==> src/logic/ddc_port_defs.svh <==
`ifndef DDC_PORT_DEFS_SVH
`define DDC_PORT_DEFS_SVH

// Port mode select bit position inside each port's output control byte
`define PORT_MODE_BIT 7
// Level indicator thresholds on the 16-bit sample magnitude
`define LEVEL_HI_THRESH 16'h6000
`define LEVEL_LO_THRESH 16'h1000
// Link clock divider: half period in system clocks
`define LINK_HALF_DIV 4'h4

`endif

==> src/logic/ddc_port_pkg.sv <==
package ddc_port_pkg;
  // Per-port transfer state
  typedef enum logic [1:0] {
    ST_IDLE = 2'b00,
    ST_REQ  = 2'b01,
    ST_LINK = 2'b10
  } port_state_e;
endpackage

==> src/logic/ddc_output_port_pins.sv <==
`include "ddc_port_defs.svh"

// How it works
// - Port A mode bit picks shared LSB role
// - Port B mode bit picks shared LSB role
// - Two-bit channel id shows current channel
// - IQ flag high for I, low Q
// - Low byte shared, high byte parallel only
// - Request output flags data available in parallel mode
// - Level indicator pair per converter input
// - Link mode: chanid MSB pin is ready input
// - Port clock: output if any port in link, input if both parallel
module ddc_output_port_pins #(
  parameter int WIDTH = 16
) (
  // Clock and reset
  input wire logic sys_clk_in,
  input wire logic resetn_in,
  // Mode bits from the output control registers
  input wire logic porta_mode_parallel_in,
  input wire logic portb_mode_parallel_in,
  // Sample streams from the channel interleaver
  input wire logic [1:0] sample_valid_in,
  output logic [1:0] sample_ready_out,
  input wire logic [WIDTH-1:0] sample_data_a_in,
  input wire logic [WIDTH-1:0] sample_data_b_in,
  input wire logic [1:0] sample_chan_a_in,
  input wire logic [1:0] sample_chan_b_in,
  input wire logic [1:0] sample_iq_in,
  // Converter input samples for level indication
  input wire logic [WIDTH-1:0] adc_a_in,
  input wire logic [WIDTH-1:0] adc_b_in,
  // Port clock pin, two-way
  input wire logic pclk_in,
  output logic pclk_out,
  output logic pclk_oe_out,
  // Port A pins
  output logic [7:0] porta_low_data_out,
  output logic [7:0] porta_high_data_out,
  output logic porta_iq_flag_out,
  output logic porta_request_out,
  input wire logic porta_acknowledge_in,
  output logic porta_chanid_lsb_or_linkclk_out,
  input wire logic porta_chanid_msb_or_linkready_in,
  output logic porta_chanid_msb_or_linkready_out,
  output logic porta_chanid_msb_or_linkready_oe_out,
  // Port B pins
  output logic [7:0] portb_low_data_out,
  output logic [7:0] portb_high_data_out,
  output logic portb_iq_flag_out,
  output logic portb_request_out,
  input wire logic portb_acknowledge_in,
  output logic portb_chanid_lsb_or_linkclk_out,
  input wire logic portb_chanid_msb_or_linkready_in,
  output logic portb_chanid_msb_or_linkready_out,
  output logic portb_chanid_msb_or_linkready_oe_out,
  // Level indicator pairs
  output logic [1:0] level_ind_input_a_out,
  output logic [1:0] level_ind_input_b_out
);

  // Level code from magnitude; used for both inputs
  function automatic logic [1:0] level_code(input logic [WIDTH-1:0] s);
    logic [WIDTH-1:0] m;
    m = s[WIDTH-1] ? WIDTH'(~s + 1'b1) : s;
    if (m >= `LEVEL_HI_THRESH) level_code = 2'b11;
    else if (m >= `LEVEL_LO_THRESH) level_code = 2'b01;
    else level_code = 2'b00;
  endfunction

  // Pin synchronisers: pclk, two acks, two ready inputs
  logic [4:0] sync1_q, sync2_q, sync1_d, sync2_d;
  logic [4:0] prev_q, prev_d;
  logic pclk_rise;
  logic [1:0] ack_s, rdy_s;
  always_comb begin
    sync1_d = {portb_chanid_msb_or_linkready_in, porta_chanid_msb_or_linkready_in,
               portb_acknowledge_in, porta_acknowledge_in, pclk_in};
    sync2_d = sync1_q;
    prev_d = sync2_q;
  end
  always_ff @(posedge sys_clk_in or negedge resetn_in) begin
    if (!resetn_in) begin
      sync1_q <= 5'h00;
      sync2_q <= 5'h00;
      prev_q <= 5'h00;
    end else begin
      sync1_q <= sync1_d;
      sync2_q <= sync2_d;
      prev_q <= prev_d;
    end
  end
  assign pclk_rise = sync2_q[0] & ~prev_q[0];
  assign ack_s = sync2_q[2:1];
  assign rdy_s = sync2_q[4:3];

  // Link clock divider, driven out only in link mode
  logic [3:0] div_q, div_d;
  logic lclk_q, lclk_d;
  logic lclk_fall;
  logic [1:0] mode_par;
  assign mode_par = {portb_mode_parallel_in, porta_mode_parallel_in};
  always_comb begin
    div_d = div_q + 4'h1;
    lclk_d = lclk_q;
    if (div_q == `LINK_HALF_DIV - 4'h1) begin
      div_d = 4'h0;
      lclk_d = ~lclk_q;
    end
  end
  assign lclk_fall = lclk_q & (div_q == `LINK_HALF_DIV - 4'h1);
  always_ff @(posedge sys_clk_in or negedge resetn_in) begin
    if (!resetn_in) begin
      div_q <= 4'h0;
      lclk_q <= 1'b0;
    end else begin
      div_q <= div_d;
      lclk_q <= lclk_d;
    end
  end

  // Per-port datapath; the two ports are identical
  logic [7:0] lo_q [2], lo_d [2], hi_q [2], hi_d [2];
  logic [1:0] chan_q [2], chan_d [2];
  logic [1:0] iq_q, iq_d, req_q, req_d, rdy_out_q, rdy_out_d, byte_q, byte_d;
  logic [WIDTH-1:0] word_q [2], word_d [2];
  ddc_port_pkg::port_state_e st_q [2], st_d [2];
  logic [WIDTH-1:0] in_data [2];
  logic [1:0] in_chan [2];
  assign in_data[0] = sample_data_a_in;
  assign in_data[1] = sample_data_b_in;
  assign in_chan[0] = sample_chan_a_in;
  assign in_chan[1] = sample_chan_b_in;

  for (genvar p = 0; p < 2; p++) begin : g_port
    always_comb begin
      st_d[p] = st_q[p];
      lo_d[p] = lo_q[p];
      hi_d[p] = hi_q[p];
      chan_d[p] = chan_q[p];
      word_d[p] = word_q[p];
      iq_d[p] = iq_q[p];
      req_d[p] = req_q[p];
      byte_d[p] = byte_q[p];
      rdy_out_d[p] = 1'b0;
      unique case (st_q[p])
        ddc_port_pkg::ST_IDLE: begin
          if (sample_valid_in[p] && !rdy_out_q[p]) begin
            rdy_out_d[p] = 1'b1;
            word_d[p] = in_data[p];
            chan_d[p] = in_chan[p];
            iq_d[p] = sample_iq_in[p];
            if (mode_par[p]) begin
              lo_d[p] = in_data[p][7:0];
              hi_d[p] = in_data[p][15:8];
              req_d[p] = 1'b1;
              st_d[p] = ddc_port_pkg::ST_REQ;
            end else begin
              hi_d[p] = 8'h00;
              byte_d[p] = 1'b0;
              st_d[p] = ddc_port_pkg::ST_LINK;
            end
          end
        end
        ddc_port_pkg::ST_REQ: begin
          if (pclk_rise && ack_s[p]) begin
            req_d[p] = 1'b0;
            st_d[p] = ddc_port_pkg::ST_IDLE;
          end
        end
        ddc_port_pkg::ST_LINK: begin
          if (lclk_fall && rdy_s[p]) begin
            lo_d[p] = byte_q[p] ? word_q[p][15:8] : word_q[p][7:0];
            byte_d[p] = ~byte_q[p];
            if (byte_q[p]) st_d[p] = ddc_port_pkg::ST_IDLE;
          end
        end
        default: st_d[p] = ddc_port_pkg::ST_IDLE;
      endcase
    end
    always_ff @(posedge sys_clk_in or negedge resetn_in) begin
      if (!resetn_in) begin
        st_q[p] <= ddc_port_pkg::ST_IDLE;
        lo_q[p] <= 8'h00;
        hi_q[p] <= 8'h00;
        chan_q[p] <= 2'h0;
        word_q[p] <= '0;
        iq_q[p] <= 1'b0;
        req_q[p] <= 1'b0;
        byte_q[p] <= 1'b0;
        rdy_out_q[p] <= 1'b0;
      end else begin
        st_q[p] <= st_d[p];
        lo_q[p] <= lo_d[p];
        hi_q[p] <= hi_d[p];
        chan_q[p] <= chan_d[p];
        word_q[p] <= word_d[p];
        iq_q[p] <= iq_d[p];
        req_q[p] <= req_d[p];
        byte_q[p] <= byte_d[p];
        rdy_out_q[p] <= rdy_out_d[p];
      end
    end
  end

  // Shared pins and level indicators, all registered
  logic [1:0] lsb_q, lsb_d, msb_oe_q, msb_oe_d, li_a_q, li_a_d, li_b_q, li_b_d;
  logic pclk_oe_q, pclk_oe_d;
  always_comb begin
    lsb_d[0] = porta_mode_parallel_in ? chan_d[0][0] : lclk_d;
    lsb_d[1] = portb_mode_parallel_in ? chan_d[1][0] : lclk_d;
    // MSB pin driven only in parallel
    msb_oe_d = mode_par;
    // pclk driven only when a port is link
    pclk_oe_d = ~(&mode_par);
    li_a_d = level_code(adc_a_in);
    li_b_d = level_code(adc_b_in);
  end
  always_ff @(posedge sys_clk_in or negedge resetn_in) begin
    if (!resetn_in) begin
      lsb_q <= 2'b00;
      msb_oe_q <= 2'b00;
      pclk_oe_q <= 1'b0;
      li_a_q <= 2'b00;
      li_b_q <= 2'b00;
    end else begin
      lsb_q <= lsb_d;
      msb_oe_q <= msb_oe_d;
      pclk_oe_q <= pclk_oe_d;
      li_a_q <= li_a_d;
      li_b_q <= li_b_d;
    end
  end

  assign sample_ready_out = rdy_out_q;
  assign pclk_out = lclk_q;
  assign pclk_oe_out = pclk_oe_q;
  assign porta_low_data_out = lo_q[0];
  assign porta_high_data_out = hi_q[0];
  assign porta_iq_flag_out = iq_q[0];
  assign porta_request_out = req_q[0];
  assign porta_chanid_lsb_or_linkclk_out = lsb_q[0];
  assign porta_chanid_msb_or_linkready_out = chan_q[0][1];
  assign porta_chanid_msb_or_linkready_oe_out = msb_oe_q[0];
  assign portb_low_data_out = lo_q[1];
  assign portb_high_data_out = hi_q[1];
  assign portb_iq_flag_out = iq_q[1];
  assign portb_request_out = req_q[1];
  assign portb_chanid_lsb_or_linkclk_out = lsb_q[1];
  assign portb_chanid_msb_or_linkready_out = chan_q[1][1];
  assign portb_chanid_msb_or_linkready_oe_out = msb_oe_q[1];
  assign level_ind_input_a_out = li_a_q;
  assign level_ind_input_b_out = li_b_q;
endmodule

==> config.mk <==
export PLATFORM = sky130hd
export DESIGN_NAME = ddc_output_port_pins
export DESIGN_NICKNAME = d
export VERILOG_FILES = /design/src/logic/ddc_port_pkg.sv /design/src/logic/ddc_output_port_pins.sv
export VERILOG_INCLUDE_DIRS = /design/src /design/src/logic
export SDC_FILE = /design/constraint.sdc
export NUM_CORES = 1
export LEC_CHECK = 0
export ABC_AREA = 1
export BUFFER_PORTS_ARGS = -buffer_cell sky130_fd_sc_hd__buf_2
export CORE_UTILIZATION = 35
export CTS_CLUSTER_SIZE = 40
export DETAILED_ROUTE_END_ITERATION = 10
export PLACE_DENSITY = 0.59
export SLEW_MARGIN = 20
export SYNTH_ARGS = -nofsm -noshare
export SYNTH_HDL_FRONTEND = slang
export SYNTH_SLANG_ARGS = --single-unit
==> constraint.sdc <==
create_clock -name sys_clk_in -period 2.1 [get_ports sys_clk_in]
set_input_delay 0.105 -clock sys_clk_in [delete_from_list [all_inputs] [get_ports sys_clk_in]]
set_output_delay 0.105 -clock sys_clk_in [all_outputs]
set_load 0.02 [all_outputs]
==> key figures, run 1 <==
Status
  • Status: finished clean

Timing
  • Setup ws final: 0.210 ns
  • Skew final: 0.00495 ns
  • Max Clk Rate: 529 MHz
  • Tmin final: 1.89 ns
  • Slew @ Worst Pin: 0.737 ns
  • Final Max Slew Viols: 0
  • Final Cycle Share: 90.0%
  • Setup TNS: 0 ns
  • Hold Vio Cnt, Final: 0
  • Relative slew slack: 50.8%
  • # setup viols final: 0
  • Unrepaired setup endpoints after global routing: false

Global routing
  • Vias in the first global route: 3936
  • Grt total ovfl: 0
  • First-pass GRT wire length: 18.2 mm
  • Initial antenna violation count: 0
  • Pin count of the biggest net entering global routing: 52
  • GRT Overall Usage: 17.2%

Route
  • DRT iter0 DRCs: 223
  • Number of remaining DRC errors: 0
  • WL per Instance: 12.5 um
  • Routed wire length: 11.0 mm
  • First-pass DRT Iterations: 4
  • Via density per instance: 4.65
  • Remaining antenna violation count: 0
  • Vias: 4103

Die
  • Initial Util: 36.3%
  • Core Area: 12800 um2
  • Ports: 131
  • Die W: 117 um
  • Die height: 117 um
  • Die ar.: 13700 um2
  • Num rows: 41

Synthesis
  • Syn Nets: 631
  • Most used DFF post-synth: dfrtp_1
  • Xor and xnor area share after synthesis: 0.377%
  • Post-Synth Simple-Gate Area: 21.4%
  • Post-synthesis register bit count: 105
  • Number of synthesis warnings: 0
  • Largest family of logic cells by synthesized area: simple AND/OR/NAND/NOR gates
  • Post-synthesis mux area share: 0%
  • Post-Synth Adder-Cell Area: 1.08%
  • Register area share after synthesis: 56.6%
  • Mapped Cells: 546
  • Compound-Gate Fraction of Synth Area: 13.9%
  • Fraction of registers with async set/reset: 100%
  • Syn avg cell area: 8.50 um2
  • Synth Cell Area: 4640 um2
  • Yosys cell types: 28
  • Number of synthesized flops with an enable pin: 0

Setup path
  • Crit-path max FO: 16
  • Flop2flop setup slack: 0.21 ns
  • Worst EP arrival: 2.11 ns
  • Type of the worst setup path: reg2reg
  • R2r endpoint: porta_low_data_out[6]$_DFFE_PN0P_
  • R2R depth: 7
  • Worst path max stage delay: 0.54 ns
  • Worst path cell trace: nor2_1 -> nand2_1 -> nand2_1 -> nor3_4 -> buf_12 -> nor2_1 -> a21oi_1
  • Element type at the critical path end: flip-flop
  • Crit path launch: st_q[2]$_DFFE_PN0P_
  • CP endpoint: porta_low_data_out[6]$_DFFE_PN0P_
  • Worst Path Required: 2.32 ns
  • CP max stage cell: dfrtp_1
  • Critical R2R Launch: st_q[2]$_DFFE_PN0P_
  • Critical path launch point type: flip-flop

Clock tree
  • Worst-skew pair later-pin latency: 0.34 ns
  • Clock transition at path regs: 0.07 ns
  • Maximum root-to-sink buffer count: 2
  • CTS buffer count: 9
  • Root Buffer: clkbuf_16
  • CTS H-tree depth: 3
  • Clk sink count: 105
  • CTS tree: built
  • Cells resized by post-CTS repair: 0

Layout
  • Layout cell share with drive strength beyond 1: 23.1%
  • Area Growth Syn to Fin: 31.5%
  • Final Non-Filler Cells: 883
  • Ant diodes: 0
  • Most frequent cells in the layout: 144 x nand2_1, 129 x buf_2, 105 x dfrtp_1
  • Core Util, Final: 47.8%
  • Commonest non-fill, non-tap cell in the layout: nand2_1
  • Final instance area: 6100 um2
  • Final #Nets: 791

Place
  • Number of buffers added on ports: 130
  • Placer Congestion: 0.818
  • Pre-CTS WS: 0.107 ns
  • Placed cell count: 836
  • DPL Wire Length: 8.09 mm
  • Placed Instance Area: 5480 um2

Pwr
  • Leak: 3.14 nW
  • Power density over cell area: 1310 nW/um2
  • Peak supply drop: 0.428 mV

Worst hold path
  • Min-delay src: sample_data_a_in[14]
  • Hold WC Path Type: in2reg

Run
  • Max Cap Violations: 0
## layout make-up
| type | instances | area [um2] |
|---|---|---|
| Multi-Input combinational cell | 365 | 1710 |
| Inverter | 59 | 224 |
| Clock buffer | 12 | 256 |
| Fill cell | 1214 | 6670 |
| Clock inverter | 4 | 51.3 |
| Tap cell | 172 | 215 |
| Sequential cell | 105 | 2630 |
| Timing Repair Buffer | 166 | 1020 |
## report_power, final
group | internal [mW] | switching (mW)
clock | 0.990 | 0.713
sequential | 2.79 | 0.446
combinational | 1.10 | 1.99
total | 4.88 | 3.14
## worst min-delay path by stage
stage | to | slack (ns) | cells after the start
final | word_q[30]$_DFFE_PN0P_ | 0.009 | 3
after global routing | word_q[19]$_DFFE_PN0P_ | 0.009 | 3
after CTS | word_q[19]$_DFFE_PN0P_ | 0.0007 | 3
after detailed placement | level_ind_input_a_out[0]$_DFF_PN0_ | 0.18 | 1
after global placement | level_ind_input_a_out[0]$_DFF_PN0_ | 0.17 | 1
after floorplan | byte_q[0]$_DFFE_PN0P_ | -0.19 | 0
## state kept, by name, indices dropped and copies added, names as in the netlist, 4 cells and up
| register | cells |
|---|---|
| word_q | 32 |
| prev_d | 5 |
| portb_high_data_out | 8 |
| st_q | 4 |
| portb_low_data_out | 8 |
| sync1_q | 5 |
| div_q | 4 |
| porta_high_data_out | 8 |
| porta_low_data_out | 8 |
## layer usage
metal | vias up | part of all wire (%) | wire [um] | global-route usage [%]
met2 | 99 | 46 | 5090 | 26.9
met1 | 1921 | 47 | 5200 | 23.2
li1 | 2063 | - | - | -
met3 | 20 | 4.0 | 440 | 2.42
met4 | 0 | 2.5 | 270 | 9.11
met5 | - | 0 | 0 | 0
## synthesized netlist by cell type (2+ instances only)
cell type,n,area (um2)
clkbuf_1,11,41.3
nor3_1,3,15.0
o31ai_1,2,15.0
a21oi_2,2,17.5
a21oi_1,24,120
buf_2,4,20.0
nand3_1,18,90.1
o21ai_0,71,355
o21a_1,16,120
inv_1,55,206
nand2_4,3,33.8
inv_2,2,7.51
nor3_4,2,32.5
dfrtp_1,105,2630
buf_6,2,22.5
nor2_1,66,248
ha_1,4,50.1
or2_2,2,12.5
nand2_1,144,541
nand3b_1,2,15.0
## critical path, delay by kind of cell (launching register included)
kind                   cells  cell delay [ns]
buffers and inverters      1             0.16
AOI/OAI and AO/OA          1             0.06
and+or+nand+nor            5             1.02
DFF                        1             0.54
## per-stage QoR
step | hold WS [ns] | power [mW]
after floorplan | -0.191 | 5.29
final | 0.00898 | 8.02
after CTS | 0.000662 | 8.06
after detailed placement | 0.179 | 6.27
after global routing | 0.00854 | 8.66
after global placement | 0.169 | 6.16
## repair_timing
action | CTS | global route
hold endpoints to repair | 79 | 0
endpoints found under the setup margin | 0 | 8
buffers inserted | 0 | 1
hold buffers | 30 | 0
## cells by family (layout without fill, tap and decap cells)
family                   after synthesis  in the layout
flip-flops                           105            105
AO/OA/AOI/OAI                        118            118
AND/OR/NAND/NOR                      241            241
buffers and inverters                 76            241
adder cells (fa/ha/maj)                4              4
XOR/XNOR                               2              2
No activity file was read; power rests on OpenSTA's default activity.
==> run 2: changes to the inputs <==
--- a/config.mk
+++ b/config.mk
@@ -7,11 +7,11 @@
 export NUM_CORES = 1
 export LEC_CHECK = 0
 export ABC_AREA = 1
-export BUFFER_PORTS_ARGS = -buffer_cell sky130_fd_sc_hd__buf_2
 export CORE_UTILIZATION = 35
 export CTS_CLUSTER_SIZE = 40
 export DETAILED_ROUTE_END_ITERATION = 10
-export PLACE_DENSITY = 0.59
+export DONT_BUFFER_PORTS = 1
+export PLACE_DENSITY = 0.51
 export SLEW_MARGIN = 20
 export SYNTH_ARGS = -nofsm -noshare
 export SYNTH_HDL_FRONTEND = slang
==> run 2 against run 1 <==
The run now ends with negative hold slack left. Register-to-register slack improved by 0.02 ns. Sequential power rose by 17%. Hold slack lost 0.56 ns. Critical path depth grew 4. Utilization is 3.3 points lower. Setup slack gained 0.023 ns. Combinational power decreased by 31%. Clock skew increased by 0.0015 ns. Flip-flop and latch count did not move. Largest cell class unchanged.
==> key figures, run 2 (synthesis gave the netlist of run 1 again) <==
Global routing
  • GRT Overall Usage: 16.8%
  • First-pass GRT wire length: 17.5 mm
  • Initial antenna violation count: 0
  • Pin count of the biggest net entering global routing: 106
  • Grt total ovfl: 0
  • Vias in the first global route: 3625

Timing
  • Final Cycle Share: 88.9%
  • Skew final: 0.00643 ns
  • # setup viols final: 0
  • Hold Vio Cnt, Final: 105
  • Slew @ Worst Pin: 0.694 ns
  • Setup TNS: 0 ns
  • Setup ws final: 0.233 ns
  • Relative slew slack: 53.7%
  • Min Hold Slack: -0.546 ns
  • Unrepaired setup endpoints after global routing: false
  • Max Clk Rate: 536 MHz
  • Final Max Slew Viols: 0
  • Tmin final: 1.87 ns

Die
  • Initial Util: 36.3%
  • Core Area: 12800 um2
  • Die W: 117 um
  • Ports: 131
  • Num rows: 41
  • Die ar.: 13700 um2
  • Die height: 117 um

Clock tree
  • Clock transition at path regs: 0.06 ns
  • CTS buffer count: 9
  • Clk sink count: 105
  • Root Buffer: clkbuf_16
  • CTS H-tree depth: 3
  • CTS tree: built
  • # hold bufs at CTS: 58
  • Worst-skew pair later-pin latency: 0.34 ns
  • Maximum root-to-sink buffer count: 2

Layout
  • Sequential cell area: 2630 um2
  • Ant diodes: 0
  • Largest Register: word_q
  • Commonest non-fill, non-tap cell in the layout: nand2_1
  • Most frequent cells in the layout: 144 x nand2_1, 105 x dfrtp_1, 71 x o21ai_0
  • Layout cell share with drive strength beyond 1: 5.25%
  • Area Growth Syn to Fin: 22.3%
  • Multi-input gate area: 1710 um2
  • Core Util, Final: 44.5%
  • Final #Nets: 689
  • Max reg flops: 32
  • Fill cell total of the finished layout: 1263

Route
  • DRT iter0 DRCs: 239
  • Number of remaining DRC errors: 0
  • WL per Instance: 13.9 um
  • Via density per instance: 4.76
  • First-pass DRT Iterations: 6
  • Routed wire length: 10.8 mm
  • Remaining antenna violation count: 0
  • Vias: 3721

Pwr
  • Switching share of power: 40.1%
  • Sequential share of power: 50.5%
  • Power density over cell area: 1320 nW/um2
  • Clk pwr share: 21.0%
  • Psw: 3.00 mW
  • Internal: 4.48 mW
  • Peak supply drop: 0.456 mV
  • Logic pwr share: 28.5%
  • Leak: 2.70 nW

Status
  • Status: complete, but fails checks
  • Failing checks: negative hold slack

Place
  • Number of buffers added on ports: 0
  • Pre-CTS WS: 0.276 ns
  • Placer Congestion: 0.781
  • DPL Wire Length: 7.37 mm

Setup path
  • Worst Path Required: 2.36 ns
  • Crit path launch: div_q[0]$_DFF_PN0_
  • R2r endpoint: porta_low_data_out[2]$_DFFE_PN0P_
  • CP endpoint: porta_low_data_out[2]$_DFFE_PN0P_
  • Worst EP arrival: 2.13 ns
  • Critical path launch point type: flip-flop
  • Critical R2R Launch: div_q[0]$_DFF_PN0_
  • Flop2flop setup slack: 0.23 ns
  • Crit-path max FO: 16
  • Element type at the critical path end: flip-flop
  • R2R depth: 11
  • Type of the worst setup path: reg2reg

Run
  • Max Cap Violations: 0

Worst hold path
  • Hold WC Path Type: in2async
-- run 2: changes by cell type in the layout (fill, tap and decap cells not counted), sizes merged --
cell / change
buf: -130
dlygate4sd3: +28
clkbuf: +2
bufinv: -1
clkinv: -1
-- run 2: what timing repair did --
item | in CTS | in global routing
endpoints found under the hold margin | 174 | 105
setup endpoints to repair | 0 | 1
gates resized for setup | 0 | 1
buffers inserted | 0 | 0
-- run 2: stage by stage --
step / area [um2] / cells / total power [mW] / hold WS (ns)
after detailed placement: 4820 / 707 / 5.85 / -0.188
final: 5680 / 781 / 7.48 / -0.546
after floorplan: 4640 / 546 / 5.29 / -0.191
after CTS: 5680 / 781 / 7.56 / -0.563
after global placement: 4820 / 707 / 5.77 / -0.187
after global routing: 5680 / 781 / 8.08 / -0.563
-- run 2: worst min-delay path by stage --
stage / slack, ns / cells after the start / startpoint / endpoint
3_3_place_gp: -0.19 / 0 / resetn_in / porta_low_data_out[5]$_DFFE_PN0P_
3_5_place_dp: -0.19 / 0 / resetn_in / porta_low_data_out[5]$_DFFE_PN0P_
2_1_floorplan: -0.19 / 0 / resetn_in / byte_q[0]$_DFFE_PN0P_
4_1_cts: -0.56 / 0 / resetn_in / porta_low_data_out[3]$_DFFE_PN0P_
5_1_grt: -0.56 / 0 / resetn_in / porta_low_data_out[5]$_DFFE_PN0P_
6_report: -0.55 / 0 / resetn_in / porta_low_data_out[5]$_DFFE_PN0P_
-- run 2: power by group through the flow --
stage	Sequential [mW]	Clock, mW	Combinational, mW
5_1_grt	3.89	1.70	2.48
3_3_place_gp	3.81	0	1.97
2_1_floorplan	3.63	0	1.66
6_report	3.78	1.57	2.13
4_1_cts	3.79	1.64	2.13
3_5_place_dp	3.82	0	2.03
-- run 2: layout make-up --
| cell class | count | share of cell area (%) |
|---|---|---|
| Multi-Input combinational cell | 365 | 30.1 |
| Clock buffer | 14 | 4.65 |
| Sequential cell | 105 | 46.3 |
| Tap cell | 172 | 3.79 |
| Timing Repair Buffer | 64 | 11.1 |
| Inverter | 59 | 3.94 |
| Clock inverter | 2 | 0.220 |
-- run 2: worst max-delay path, cell delays in order, from the launching register on --
cell and delay (ns):
dfrtp_1 0.37, ha_1 0.19, nand2_1 0.07, nor2_1 0.14, ha_1 0.20, nand2_1 0.06
nand2_1 0.08, nand2_1 0.11, nor3_4 0.15, buf_6 0.19, nor2_1 0.07, a21oi_1 0.16
-- run 2: metal layers --
| metal | up-vias | global-route usage (%) | share of wire (%) |
|---|---|---|---|
| met5 | - | 0 | 0 |
| met4 | 0 | 8.44 | 2.3 |
| met3 | 14 | 3.86 | 6.9 |
| met2 | 122 | 25.3 | 45 |
| met1 | 1733 | 22.7 | 46 |
| li1 | 1852 | - | - |
